**config.mk**
```make
export PLATFORM = sky130hd
export DESIGN_NAME = fdo_output_router
export DESIGN_NICKNAME = d
export VERILOG_FILES = /design/src/shared/fdo_pkg.sv /design/src/fdo_output_router.sv
export SDC_FILE = /design/constraint.sdc
export NUM_CORES = 1
export LEC_CHECK = 0
export BUFFER_PORTS_ARGS = -buffer_cell sky130_fd_sc_hd__buf_2
export CELL_PAD_IN_SITES_DETAIL_PLACEMENT = 1
export CELL_PAD_IN_SITES_GLOBAL_PLACEMENT = 1
export CORE_MARGIN = 2
export CORE_UTILIZATION = 25
export DETAILED_ROUTE_END_ITERATION = 8
export GPL_TIMING_DRIVEN = 0
export MAX_ROUTING_LAYER = met4
export PLACE_DENSITY = 0.48
export RECOVER_POWER = 25
export SYNTH_ARGS = -nofsm -noshare
export SYNTH_HDL_FRONTEND = slang
export SYNTH_SLANG_ARGS = --single-unit
```
**constraint.sdc**
```tcl
create_clock -name ref_clk -period 2.24 [get_ports ref_clk]
set_input_delay 0.336 -clock ref_clk [delete_from_list [all_inputs] [get_ports ref_clk]]
set_output_delay 0.336 -clock ref_clk [all_outputs]
set_load 0.05 [all_outputs]
```
**src/shared/fdo_pkg.sv**
```systemverilog
`default_nettype none

package fdo_pkg;

    // ------------------------------------------------------------------
    // terminal set
    // ------------------------------------------------------------------
    // order: relays 1-3, transistors 1-8, ext transistors a-b, ext relays a-f
    localparam int NUM_TERM  = 19;
    localparam int IDX_W     = 5;
    localparam int CODE_W    = 8;
    localparam int WORD_W    = 16;
    localparam int BITPOS_W  = 4;

    // ------------------------------------------------------------------
    // function select codes
    // ------------------------------------------------------------------
    localparam logic [CODE_W-1:0] CODE_CAN    = 8'h32; // 50
    localparam logic [CODE_W-1:0] CODE_RS485  = 8'h33; // 51
    localparam logic [CODE_W-1:0] CODE_CARD   = 8'h34; // 52
    localparam logic [CODE_W-1:0] CODE_FIRE   = 8'h35; // 53
    localparam logic [CODE_W-1:0] CODE_BYPASS = 8'h36; // 54
    localparam logic [CODE_W-1:0] SEL_RESET   = 8'h00;

    // ------------------------------------------------------------------
    // addressing of the bus-written words
    // ------------------------------------------------------------------
    localparam logic [15:0] CAN_OBJ_INDEX = 16'h2026;
    localparam logic [7:0]  CAN_OBJ_SUB   = 8'h41;
    localparam logic [15:0] CARD_ADDR     = 16'h2640;
    localparam logic [WORD_W-1:0] WORD_RESET = 16'h0000;
    localparam logic [NUM_TERM-1:0] TERM_RESET = 19'h00000;

    // ------------------------------------------------------------------
    // bit maps per terminal
    // ------------------------------------------------------------------
    localparam logic [NUM_TERM-1:0] CAN_EN  = 19'h7f81b;
    localparam logic [NUM_TERM-1:0] CARD_EN = 19'h007ff;
    localparam logic [BITPOS_W-1:0] CAN_BIT [NUM_TERM] = '{
        4'h0, 4'h1, 4'h0, 4'h3, 4'h4, 4'h0, 4'h0, 4'h0, 4'h0, 4'h0,
        4'h0, 4'h5, 4'h6, 4'h5, 4'h6, 4'h7, 4'h8, 4'h9, 4'ha};
    localparam logic [BITPOS_W-1:0] CARD_BIT [NUM_TERM] = '{
        4'h0, 4'h1, 4'h2, 4'h3, 4'h4, 4'h5, 4'h6, 4'h7, 4'h8, 4'h9,
        4'ha, 4'h0, 4'h0, 4'h0, 4'h0, 4'h0, 4'h0, 4'h0, 4'h0};

    // ------------------------------------------------------------------
    // carriers
    // ------------------------------------------------------------------
    typedef struct packed {
        logic              wr;
        logic [IDX_W-1:0]  idx;
        logic [CODE_W-1:0] code;
    } fdo_sel_wr_t;

    typedef struct packed {
        logic              wr;
        logic [15:0]       index;
        logic [7:0]        sub;
        logic [WORD_W-1:0] data;
    } fdo_can_wr_t;

    typedef struct packed {
        logic              wr;
        logic [15:0]       addr;
        logic [WORD_W-1:0] data;
    } fdo_card_wr_t;

    typedef struct packed {
        logic                wr;
        logic [NUM_TERM-1:0] data;
    } fdo_rs_wr_t;

endpackage

`default_nettype wire

```
**src/fdo_output_router.sv**
```systemverilog
`timescale 1ns/1ps
`default_nettype none

module fdo_output_router
(
    // clock and reset
    input  wire logic                  ref_clk,
    input  wire logic                  resetn,
    // function select write
    input  wire fdo_pkg::fdo_sel_wr_t  sel_wr,
    // bus-written words
    input  wire fdo_pkg::fdo_can_wr_t  can_wr,
    input  wire fdo_pkg::fdo_card_wr_t card_wr,
    input  wire fdo_pkg::fdo_rs_wr_t   rs_wr,
    // internal drive state
    input  wire logic [18:0]           drive_status,
    input  wire logic                  fire_input_a,
    input  wire logic                  fire_input_b,
    input  wire logic                  fire_mode_active,
    input  wire logic                  bypass_enabled,
    // readback of the stored words
    output logic [15:0]                can_obj_rdata,
    output logic [15:0]                card_word_rdata,
    // terminals
    output logic                       relay_out_one,
    output logic                       relay_out_two,
    output logic                       relay_out_three,
    output logic                       transistor_out_one,
    output logic                       transistor_out_two,
    output logic                       transistor_out_three,
    output logic                       transistor_out_four,
    output logic                       transistor_out_five,
    output logic                       transistor_out_six,
    output logic                       transistor_out_seven,
    output logic                       transistor_out_eight,
    output logic                       ext_transistor_out_a,
    output logic                       ext_transistor_out_b,
    output logic                       ext_relay_a,
    output logic                       ext_relay_b,
    output logic                       ext_relay_c,
    output logic                       ext_relay_d,
    output logic                       ext_relay_e,
    output logic                       ext_relay_f
);

    // ------------------------------------------------------------------
    // state
    // ------------------------------------------------------------------
    localparam int N = fdo_pkg::NUM_TERM;

    logic [7:0]   sel_q [N];      // per-terminal function select
    logic [7:0]   sel_d [N];
    logic [15:0]  obj_q;          // fieldbus output object
    logic [15:0]  obj_d;
    logic [15:0]  card_q;         // card output word
    logic [15:0]  card_d;
    logic [N-1:0] rs_q;           // serial output command word
    logic [N-1:0] rs_d;
    logic [N-1:0] term_q;         // registered terminal levels
    logic [N-1:0] term_d;
    logic         fire_any;       // either fire input function on
    logic         fire_bypass;    // bypass enabled inside fire mode

    // ------------------------------------------------------------------
    // level decode, shared by every terminal
    // ------------------------------------------------------------------
    // codes other than the five decoded ones fall back to drive status, so a stray
    // bus bit can never reach such a terminal
    function automatic logic out_level(
        input logic [7:0] code,
        input logic       can_b,
        input logic       card_b,
        input logic       rs_b,
        input logic       st,
        input logic       fire,
        input logic       byp);
        logic lvl;
        lvl = st;
        case (code)
            fdo_pkg::CODE_CAN:    lvl = can_b;
            fdo_pkg::CODE_RS485:  lvl = rs_b;
            fdo_pkg::CODE_CARD:   lvl = card_b;
            fdo_pkg::CODE_FIRE:   lvl = fire;
            fdo_pkg::CODE_BYPASS: lvl = byp;
            default:              lvl = st;
        endcase
        return lvl;
    endfunction

    // ------------------------------------------------------------------
    // next state of selects and words
    // ------------------------------------------------------------------
    // each select has its own write decode
    always_comb
    begin
        for (int i = 0; i < N; i++)
        begin
            sel_d[i] = sel_q[i];
            if (sel_wr.wr && (sel_wr.idx == i[fdo_pkg::IDX_W-1:0]))
            begin
                sel_d[i] = sel_wr.code;
            end
        end
        obj_d  = obj_q;
        card_d = card_q;
        rs_d   = rs_q;
        // object written only on exact index and subindex
        if (can_wr.wr && (can_wr.index == fdo_pkg::CAN_OBJ_INDEX) &&
            (can_wr.sub == fdo_pkg::CAN_OBJ_SUB))
        begin
            obj_d = can_wr.data;
        end
        // card word written only at its address
        if (card_wr.wr && (card_wr.addr == fdo_pkg::CARD_ADDR))
        begin
            card_d = card_wr.data;
        end
        // serial commands, one bit per terminal
        if (rs_wr.wr)
        begin
            rs_d = rs_wr.data;
        end
    end

    // ------------------------------------------------------------------
    // terminal level per position
    // ------------------------------------------------------------------
    assign fire_any    = fire_input_a | fire_input_b;
    assign fire_bypass = fire_mode_active & bypass_enabled;

    generate
        for (genvar g = 0; g < N; g++)
        begin : g_term
            logic can_b;   // mapped object bit, zero where unmapped
            logic card_b;  // mapped card bit, zero where unmapped
            // shared extension positions read the same object bit
            assign can_b  = fdo_pkg::CAN_EN[g] &
                            obj_q[fdo_pkg::CAN_BIT[g]];
            assign card_b = fdo_pkg::CARD_EN[g] &
                            card_q[fdo_pkg::CARD_BIT[g]];
            assign term_d[g] = out_level(sel_q[g], can_b, card_b, rs_q[g],
                                         drive_status[g], fire_any,
                                         fire_bypass);
        end
    endgenerate

    // ------------------------------------------------------------------
    // registers
    // ------------------------------------------------------------------
    // outputs lag a bus write by two edges: word, then terminal
    always_ff @(posedge ref_clk or negedge resetn)
    begin
        if (!resetn)
        begin
            for (int i = 0; i < N; i++)
            begin
                sel_q[i] <= fdo_pkg::SEL_RESET;
            end
            obj_q  <= fdo_pkg::WORD_RESET;
            card_q <= fdo_pkg::WORD_RESET;
            rs_q   <= fdo_pkg::TERM_RESET;
            term_q <= fdo_pkg::TERM_RESET;
        end
        else
        begin
            for (int i = 0; i < N; i++)
            begin
                sel_q[i] <= sel_d[i];
            end
            obj_q  <= obj_d;
            card_q <= card_d;
            rs_q   <= rs_d;
            term_q <= term_d;
        end
    end

    // ------------------------------------------------------------------
    // outputs
    // ------------------------------------------------------------------
    assign can_obj_rdata        = obj_q;
    assign card_word_rdata      = card_q;
    assign relay_out_one        = term_q[0];
    assign relay_out_two        = term_q[1];
    assign relay_out_three      = term_q[2];
    assign transistor_out_one   = term_q[3];
    assign transistor_out_two   = term_q[4];
    assign transistor_out_three = term_q[5];
    assign transistor_out_four  = term_q[6];
    assign transistor_out_five  = term_q[7];
    assign transistor_out_six   = term_q[8];
    assign transistor_out_seven = term_q[9];
    assign transistor_out_eight = term_q[10];
    assign ext_transistor_out_a = term_q[11];
    assign ext_transistor_out_b = term_q[12];
    assign ext_relay_a          = term_q[13];
    assign ext_relay_b          = term_q[14];
    assign ext_relay_c          = term_q[15];
    assign ext_relay_d          = term_q[16];
    assign ext_relay_e          = term_q[17];
    assign ext_relay_f          = term_q[18];

    // ------------------------------------------------------------------
    // checks
    // ------------------------------------------------------------------
    property p_can_relay_two;
        @(posedge ref_clk) disable iff (!resetn)
        can_wr.wr && can_wr.index == fdo_pkg::CAN_OBJ_INDEX &&
        can_wr.sub == fdo_pkg::CAN_OBJ_SUB && sel_q[1] == fdo_pkg::CODE_CAN
        && !sel_wr.wr
        |=> ##1 relay_out_two == $past(can_wr.data[1], 2);
    endproperty
    a_can_relay_two: assert property (p_can_relay_two)
        else $error("relay two misses object bit");

    property p_sel_isolated;
        @(posedge ref_clk) disable iff (!resetn)
        sel_wr.wr && sel_wr.idx == 5'h01 |=> $stable(sel_q[0]) &&
        $stable(sel_q[2]) && sel_q[1] == $past(sel_wr.code);
    endproperty
    a_sel_isolated: assert property (p_sel_isolated)
        else $error("relay two select disturbed a neighbour");

    property p_can_tr_two;
        @(posedge ref_clk) disable iff (!resetn)
        sel_q[4] == fdo_pkg::CODE_CAN |=> transistor_out_two == $past(obj_q[4]);
    endproperty
    a_can_tr_two: assert property (p_can_tr_two)
        else $error("transistor two not on object bit 4");

    property p_ext_shared;
        @(posedge ref_clk) disable iff (!resetn)
        sel_q[11] == fdo_pkg::CODE_CAN && sel_q[13] == fdo_pkg::CODE_CAN &&
        sel_q[18] == fdo_pkg::CODE_CAN
        |=> ext_transistor_out_a == ext_relay_a &&
            ext_relay_f == $past(obj_q[10]);
    endproperty
    a_ext_shared: assert property (p_ext_shared)
        else $error("extension mapping wrong");

    property p_rs485;
        @(posedge ref_clk) disable iff (!resetn)
        sel_q[5] == fdo_pkg::CODE_RS485
        |=> transistor_out_three == $past(rs_q[5]);
    endproperty
    a_rs485: assert property (p_rs485)
        else $error("serial command not followed");

    property p_card_decode;
        @(posedge ref_clk) disable iff (!resetn)
        card_wr.wr && card_wr.addr != fdo_pkg::CARD_ADDR |=> $stable(card_q);
    endproperty
    a_card_decode: assert property (p_card_decode)
        else $error("card word written at a wrong address");

    property p_card_tr_eight;
        @(posedge ref_clk) disable iff (!resetn)
        sel_q[10] == fdo_pkg::CODE_CARD
        |=> transistor_out_eight == $past(card_q[10]);
    endproperty
    a_card_tr_eight: assert property (p_card_tr_eight)
        else $error("transistor eight not on card bit 10");

    property p_bypass;
        @(posedge ref_clk) disable iff (!resetn)
        sel_q[2] == fdo_pkg::CODE_BYPASS
        |=> relay_out_three == $past(fire_mode_active && bypass_enabled);
    endproperty
    a_bypass: assert property (p_bypass)
        else $error("bypass indication wrong");

    property p_fire;
        @(posedge ref_clk) disable iff (!resetn)
        sel_q[0] == fdo_pkg::CODE_FIRE
        |=> relay_out_one == $past(fire_input_a || fire_input_b);
    endproperty
    a_fire: assert property (p_fire)
        else $error("fire indication wrong");

    property p_status_fallback;
        @(posedge ref_clk) disable iff (!resetn)
        sel_q[6] == fdo_pkg::SEL_RESET
        |=> transistor_out_four == $past(drive_status[6]);
    endproperty
    a_status_fallback: assert property (p_status_fallback)
        else $error("non-communication terminal took a bus bit");

endmodule

`default_nettype wire

```
==> results of run 1 <==
[layer usage]
layer | share of wire | wire length, um
met5 | 0 | 0
met4 | 0.013 | 373
met3 | 0.049 | 1400
met2 | 0.46 | 13100
met1 | 0.48 | 13500
[cells in the mapped netlist, types with 8 or more instances]
cell type / instances / area, sq um
a22oi_1: 12 / 90.1
buf_1: 8 / 30.0
clkbuf_1: 19 / 71.3
dfrtp_1: 222 / 5560
mux2_2: 218 / 2450
nand2_1: 29 / 109
nand2b_1: 16 / 100
nand3_1: 21 / 105
nand3b_1: 13 / 97.6
nor2b_1: 27 / 169
o21ai_0: 59 / 295
or4_1: 15 / 113
[worst max-delay path: cells and delay by family]
kind,cells,cell delay [ns]
simple gates,1,0.13
mux,1,0.30
compound gates,2,0.33
buf+inv,3,1.36
[registers in the layout (all words and copies together) (netlist names)]
signal / cells
term_q: 19
can_obj_rdata: 16
card_word_rdata: 16
sel_q: 152
rs_q: 19
[through the flow]
step	area, sq um	setup slack, ns
3_3_place_gp	11300	-3.58
6_report	12800	0.211
5_1_grt	12700	0.0639
3_5_place_dp	11400	-0.823
2_1_floorplan	9780	0.282
4_1_cts	12800	0.0284
[cell families (layout without fill, tap and decap cells)]
family	Yosys count	in the layout
AO/OA/AOI/OAI	93	93
multiplexers	224	224
buffers and inverters	31	307
flip-flops	222	222
AND/OR/NAND/NOR	162	162
other	0	4
[final cells by class]
class | count | area (sq um)
Multi-Input combinational cell | 479 | 4080
Tap cell | 518 | 648
Antenna cell | 4 | 10.0
Clock buffer | 41 | 800
Sequential cell | 222 | 5560
Clock inverter | 11 | 96.3
Timing Repair Buffer | 224 | 1430
Fill cell | 4204 | 25900
Buffer | 31 | 134
[cells in the final DEF (no fill, tap or decap), drive strengths merged, types with 13 or more instances in the layout]
cell         Yosys  layout
nand2           29      29
nand3           21      21
clkbuf          19      60
mux2           219     219
nand3b          13      13
buf             12     186
dfrtp          222     222
nand2b          16      16
o21ai           59      59
dlygate4sd3      0      50
or4             15      15
nor2b           27      27
[power by group through the flow]
stage / clock network (W) / logic (W) / registers [W]
finish: 0.00440 / 0.00144 / 0.00506
global route: 0.00475 / 0.00160 / 0.00517
CTS: 0.00458 / 0.00148 / 0.00506
detailed placement: 0 / 0.00140 / 0.00513
global placement: 0 / 0.00135 / 0.00511
floorplan: 0 / 0.000903 / 0.00505
[repair_timing]
| action | 4_1_cts | 5_1_grt |
|---|---|---|
| endpoints found under the setup margin | 10 | 1 |
| resized for setup | 1 | 1 |
| endpoints found under the hold margin | 79 | 0 |
| pin swaps | 0 | 0 |
| hold buffers | 50 | 0 |
[worst max-delay path by stage]
| stage | startpoint | end | slack (ns) | cells past startpoint |
|---|---|---|---|---|
| after floorplan | can_wr[27] | can_obj_rdata[0] | 0.28 | 4 |
| after global placement | resetn | card_word_rdata[9] | -3.58 | 1 |
| after detailed placement | fire_input_b | term_q[8] | -0.82 | 6 |
| after CTS | fire_mode_active | term_q[6] | 0.03 | 7 |
| after global routing | fire_mode_active | term_q[6] | 0.06 | 7 |
| final | fire_mode_active | term_q[6] | 0.21 | 7 |
==> results.ini, run 1 <==
[detailed_routing]
postRouteWirelength_um=28400
drtIter0Drc=282
drc=0
drt_first_pass_iters=4
viasPerCell=4.47
vias=6833
wire_per_inst_um=18.6
ant_nets=0

[timing]
hold_viol_final=0
period_share=0.906
maxSlewViolCount=0
tns_ns=0
maxSlewHeadroom=0.226
hold_slack_ns=0.0276
post-route-min-period_ns=2.03
finClkSkew_ns=0.0140
rsz0062_at_grt=no
setup_viol=0
tightestPinTransition_ns=1.16
max_freq_mhz=493

[logic_synthesis]
ys.flop_type=dfrtp_1
syn_inst=732
yosys.area_share.xor_xnor=0
synthArstFlopShare=1.00
ys_seq_elements=222
yosysSeqAreaShare=0.568
synth_compound_area_frac=0.0567
syn-num-nets=865
synth_top_family_by_area=multiplexers
synth_edf_count=0
synthesis.area_sq_um=9780
synth_mux_area_frac=0.257
synthAdderAreaFrac=0
synth-simple-area-share=0.104
syn_avg_cell_area_sq_um=13.4
yosys.cell_types.count=37
yosys_warnings=0

[setup_path]
path_class=in2reg
timing.critical_path.from_type=input port
required_ns=2.69
ff2ff_setup_slack_ns=0.49
path_cells=buf_2 -> and2_1 -> clkbuf_1 -> buf_1 -> mux2_2 -> a22oi_1 -> o21ai_0
arrival_ns=2.47
reg2reg_to=term_q[4]
reg2reg_depth=4
r2r_start=sel_q[115]
slowest_stage=buf_1
cpPeakStageDelay_ns=0.68
end_kind=flip-flop
worst-path-max-fanout=10

[clocking]
cts_made_buffers=28
clkLatencyLatePin_ns=0.56
clock_path_buffers=3
root_buffer=clkbuf_16
post-cts-setup-buffers=0
cts_tree=yes
clock-sinks=222
cts.clk_slew.worst_paths_ns=0.06
cts_max_level=1

[global_routing]
busiest_layer=met2
met2_usage=0.222
antenna_found_initial=3
grt_util_all_layers=0.144
grt_pass1_vias=7238
grt_max_degree=112
grt_overflow_total=0
use_met1=0.193
grt_use_met3=0.0289
grt_pass1_wl_um=43800

[cells_and_area]
syn_to_final_growth_pct=30.4
layout.nets=1119
drive_gt1_frac=0.442
final_core_util=0.330
final_cell_count_no_fill=1530

[worst_hold_path]
min_path_type=in2reg
hold_depth=2
min-delay-start=can_wr[10]
min_to=can_obj_rdata[10]

[pwr]
finalPower_w=0.0109
p_switching_w=0.00288
peakVddDrop_v=0.000512
power.share.combinational=0.132
pwr-share-seq=0.464
intPower_w=0.00801
swShare=0.264
leakagePower_nw=5.77
power_density_nw_per_um2=854
clockPowerShare=0.404

[die]
core_sq_um=38600
die_w_um=202
boundaryPins=184
die_y_um=202
rows=72
die-area_sq_um=40700
initial_core_util=0.253

[place]
io_buffers=172
place_hpwl_um=18900
place_congestion=0.698
place_inst=1424

[outcome]
outcome=finished clean

[run]
drv_cap=0

Note: power is estimated with default switching activity, not from simulation.
==> inputs of run 2 (changes only) <==
--- a/config.mk
+++ b/config.mk
@@ -8,13 +8,14 @@
 export BUFFER_PORTS_ARGS = -buffer_cell sky130_fd_sc_hd__buf_2
 export CELL_PAD_IN_SITES_DETAIL_PLACEMENT = 1
 export CELL_PAD_IN_SITES_GLOBAL_PLACEMENT = 1
+export CORE_ASPECT_RATIO = 1.25
 export CORE_MARGIN = 2
 export CORE_UTILIZATION = 25
 export DETAILED_ROUTE_END_ITERATION = 8
 export GPL_TIMING_DRIVEN = 0
 export MAX_ROUTING_LAYER = met4
 export PLACE_DENSITY = 0.48
-export RECOVER_POWER = 25
+export RECOVER_POWER = 100
 export SYNTH_ARGS = -nofsm -noshare
 export SYNTH_HDL_FRONTEND = slang
 export SYNTH_SLANG_ARGS = --single-unit
==> run 2 against run 1 <==
Against the previous run: largest power group unchanged; first-iteration DRC count decreased by 41%; register-to-register slack got worse by 0.10 ns; clock power about the same; flip-flop and latch count unchanged; final area decreased by 1.6%; worst setup slack improved by 0.030 ns; clock skew decreased by 0.0064 ns.
==> results.ini, run 2 (synthesis results as in run 1) <==
[clocking]
clock-sinks=222
root_buffer=clkbuf_16
cts_made_buffers=27
cts_tree=yes
clock_path_buffers=3
cts.clk_slew.worst_paths_ns=0.06
cts_max_level=1
clkLatencyLatePin_ns=0.54

[die]
die_w_um=181
core_sq_um=38800
die-area_sq_um=40700
initial_core_util=0.252
boundaryPins=184
die_y_um=225
rows=81

[pwr]
power.share.combinational=0.130
leakagePower_nw=5.52
intPower_w=0.00811
power_density_nw_per_um2=865
clockPowerShare=0.405
swShare=0.253
pwr-share-seq=0.465
peakVddDrop_v=0.000494
p_switching_w=0.00275

[place]
io_buffers=172
place_congestion=0.700
dp_slack_ns=-0.785
place_hpwl_um=18800
place_area_sq_um=11300

[global_routing]
antenna_found_initial=1
grt_overflow_total=0
grt_util_all_layers=0.140
grt_max_degree=103
grt_pass1_wl_um=43400
grt_pass1_vias=7405

[detailed_routing]
drt_first_pass_iters=4
postRouteWirelength_um=27400
ant_nets=0
wire_per_inst_um=18.3
viasPerCell=4.60
vias=6866
drtIter0Drc=166
drc=0

[setup_path]
required_ns=2.66
timing.critical_path.from_type=input port
arrival_ns=2.41
end_kind=flip-flop
path_class=in2reg
worst-path-max-fanout=10

[timing]
post-route-min-period_ns=2.00
period_share=0.892
hold_viol_final=0
fin_ws_ns=0.241
finClkSkew_ns=0.00768
max_freq_mhz=500
tightestPinTransition_ns=1.14
maxSlewViolCount=0
setup_viol=0
maxSlewHeadroom=0.241
hold_slack_ns=0.0377
rsz0062_at_grt=no

[cells_and_area]
multiInputGateArea_sq_um=4070
largest_reg_flops=152
final_common_cell=dfrtp_1
final_core_util=0.323
layout_common_cells=222 x dfrtp_1, 218 x mux2_2, 116 x buf_2
n_antenna_cell=0
fin_area_sq_um=12500
nFillCells=4265
register_area_sq_um=5560
layout.nets=1111
syn_to_final_growth_pct=28.3
drive_gt1_frac=0.388
reg_top3=sel_q: 152 flops, rs_q: 19 flops, term_q: 19 flops
regMostFlops=sel_q

[run]
drv_cap=0

[outcome]
outcome=finished clean

[worst_hold_path]
min_path_type=in2reg

-- run 2: cell count changes in the layout (fill, tap and decap cells not counted), sizes merged, moves of 4 or more --
cell	before	now
diode	4	0
clkinv	8	2
dlygate4sd3	50	43
clkbuf	60	120
buf	186	127
-- run 2: layout make-up --
type | count | area share
flip-flops and latches | 222 | 0.443
clock buffers | 42 | 0.0647
repair buffers | 217 | 0.102
plain buffers | 31 | 0.0101
well taps | 498 | 0.0497
clock inverters | 5 | 0.00618
multi-input cells | 479 | 0.325
-- run 2: timing repair --
item,in CTS,in global routing
endpoints found under the setup margin,10,0
hold buffers,43,0
gates resized for setup,2,0
endpoints found under the hold margin,79,0
setup buffers,0,0
-- run 2: per-layer routing --
metal / track usage / share of wire / up-vias / routed length, um
li1: - / - / 3191 / -
met1: 0.171 / 0.44 / 3510 / 12000
met2: 0.243 / 0.51 / 126 / 13900
met3: 0.0176 / 0.035 / 39 / 951
met4: 0.0385 / 0.021 / 0 / 569
met5: - / 0 / - / 0
-- run 2: path summary, 6_finish.rpt --
path	from	endpoint	slack, ns	depth (start not counted)
setup / recovery	card_wr[19]	card_word_rdata[10]	0.24	5
hold / removal	can_wr[2]	can_obj_rdata[2]	0.04	2
setup reg to reg	sel_q[115]	term_q[4]	0.39	4
hold reg to reg	can_obj_rdata[12]	can_obj_rdata[12]	0.50	1
max in group asynchronous	resetn	card_word_rdata[6]	0.59	3
min in group asynchronous	resetn	rs_q[17]	0.56	2
-- run 2: stage by stage --
step	total power (W)	std cells	TNS (ns)
detailed placement	0.00652	1404	-15.71
finish	0.0109	1494	0
floorplan	0.00596	732	0
global placement	0.00645	1402	-792.59
CTS	0.0111	1494	0
global route	0.0115	1494	0
-- run 2: critical path, stage by stage --
cell    delay [ns]
buf_2         0.09
or4b_1        0.53
nor4_2        0.79
buf_6         0.31
mux2_2        0.35
-- run 2: power groups by stage --
stage	Sequential, W	Combinational, W	Clock [W]
floorplan	0.00505	0.000903	0
global placement	0.00511	0.00134	0
detailed placement	0.00512	0.00139	0
CTS	0.00505	0.00146	0.00462
global route	0.00517	0.00157	0.00476
finish	0.00505	0.00141	0.00439
==> inputs of run 3 (changes only) <==
==> constraint.sdc (replaced) <==
create_clock -name ref_clk -period 2.59 [get_ports ref_clk]
set_input_delay 0.3885 -clock ref_clk [delete_from_list [all_inputs] [get_ports ref_clk]]
set_output_delay 0.3885 -clock ref_clk [all_outputs]
set_load 0.05 [all_outputs]
==> run 3 against run 2 <==
Against the previous run: register-to-register slack better by 0.35 ns; final cell count decreased by 2.8%; die area is the same; hold slack improved by 0.035 ns; sequential power is 13% lower; the flow now finishes with violations (max-capacitance violations, max-slew violations); clock-buffer cell count unchanged; power down 14%; sequential share of layout area increased by 1.6 points; clock power decreased by 13%; critical path type unchanged; flip-flop and latch count unchanged; wire length shrank 0.90%.
==> results.ini, run 3 (synthesis results as in run 1) <==
[die]
core_sq_um=38800
initial_core_util=0.252
die_y_um=225
rows=81
boundaryPins=184
die-area_sq_um=40700
die_w_um=181

[global_routing]
antenna_found_initial=1
grt_util_all_layers=0.138
busiest_layer=met2
grt_pass1_vias=7189
grt_use_met3=0.0176
grt_max_degree=103
grt_overflow_total=0
use_met1=0.169
grt_pass1_wl_um=42700
met2_usage=0.240

[clocking]
cts.clk_slew.worst_paths_ns=0.06
root_buffer=clkbuf_16
cts_made_buffers=27
post-cts-setup-buffers=0
cts_tree=yes
cts_max_level=1
clkLatencyLatePin_ns=0.54
clock-sinks=222
clock_path_buffers=3

[detailed_routing]
viasPerCell=4.61
wire_per_inst_um=18.7
drt_first_pass_iters=4
vias=6694
postRouteWirelength_um=27200
ant_nets=0
drtIter0Drc=140
drc=0

[pwr]
leakagePower_nw=5.32
peakVddDrop_v=0.000428
clockPowerShare=0.407
swShare=0.254
finalPower_w=0.00934
power.share.combinational=0.125
power_density_nw_per_um2=772
pwr-share-seq=0.468
intPower_w=0.00697
p_switching_w=0.00238

[cells_and_area]
drive_gt1_frac=0.403
reg_top3=sel_q: 152 flops, rs_q: 19 flops, term_q: 19 flops
largest_reg_flops=152
final_common_cell=dfrtp_1
layout.nets=1069
layout_common_cells=222 x dfrtp_1, 218 x mux2_2, 116 x buf_2
syn_to_final_growth_pct=23.8
n_antenna_cell=0
regMostFlops=sel_q

[run]
drv_cap=1

[setup_path]
path_class=in2reg
required_ns=3.01
timing.critical_path.from_type=input port
end_kind=flip-flop
reg2reg_depth=4
arrival_ns=2.71
worst-path-max-fanout=10

[timing]
period_share=0.888
rsz0062_at_grt=no
maxSlewViolCount=9
setup_viol=0
tightestPinTransition_ns=1.64
tns_ns=0
maxSlewHeadroom=-0.104
finClkSkew_ns=0.00796
post-route-min-period_ns=2.30
hold_viol_final=0
max_freq_mhz=435
fin_ws_ns=0.291

[place]
dp_slack_ns=-0.487
io_buffers=172
place_congestion=0.700
place_hpwl_um=18800

[outcome]
outcome=finished, violations left
violations=max-capacitance violations, max-slew violations

[worst_hold_path]
min_path_type=in2reg
hold_depth=2

==> run 3: routing by layer <==
metal / part of all wire / wire (um)
met5: 0 / 0
met4: 0.021 / 570
met3: 0.037 / 1000
met2: 0.51 / 13800
met1: 0.44 / 11800
==> run 3: power by group through the flow <==
stage | Sequential (W) | Combinational (W) | Clock (W)
after floorplan | 0.00437 | 0.000781 | 0
after global routing | 0.00447 | 0.00131 | 0.00412
after detailed placement | 0.00443 | 0.00121 | 0
final | 0.00437 | 0.00117 | 0.00381
after CTS | 0.00437 | 0.00121 | 0.00399
after global placement | 0.00442 | 0.00116 | 0
==> run 3: metrics by stage <==
stage,std cells,utilization,hold slack [ns],instance area [sq um]
floorplan,732,-,0.0929,9780
global placement,1402,0.290,0.467,11300
detailed placement,1404,0.292,0.301,11300
CTS,1452,0.315,0.0355,12200
global route,1452,0.312,0.0528,12100
finish,1452,0.312,0.0723,12100
==> run 3: path summary, 6_finish.rpt <==
| path | slack (ns) | start | end |
|---|---|---|---|
| setup / recovery | 0.29 | card_wr[19] | card_word_rdata[10] |
| setup reg to reg | 0.74 | sel_q[115] | term_q[4] |
| max in group asynchronous | 0.89 | resetn | card_word_rdata[9] |
| hold / removal | 0.07 | can_wr[12] | can_obj_rdata[12] |
| min in group asynchronous | 0.61 | resetn | rs_q[17] |
| hold reg to reg | 0.49 | can_obj_rdata[12] | can_obj_rdata[12] |
==> run 3: repair_timing <==
| item | 4_1_cts | 5_1_grt |
|---|---|---|
| hold endpoints to repair | 37 | 0 |
| hold buffers | 1 | 0 |
| resized for setup | 0 | 0 |
==> run 3: final cells by class <==
| cell class | count | area [sq um] |
|---|---|---|
| fill | 4272 | 26700 |
| clock buffer | 42 | 812 |
| clock inverter | 5 | 77.6 |
| buffer | 31 | 125 |
| multi-input combinational | 479 | 4060 |
| sequential | 222 | 5560 |
| tap | 498 | 623 |
| timing repair buffer | 175 | 857 |
==> run 3: worst max-delay path, stage by stage <==
cell and delay [ns]:
buf_2 0.09, or4b_1 0.53, nor4_2 0.76, clkbuf_2 0.55, mux2_2 0.39
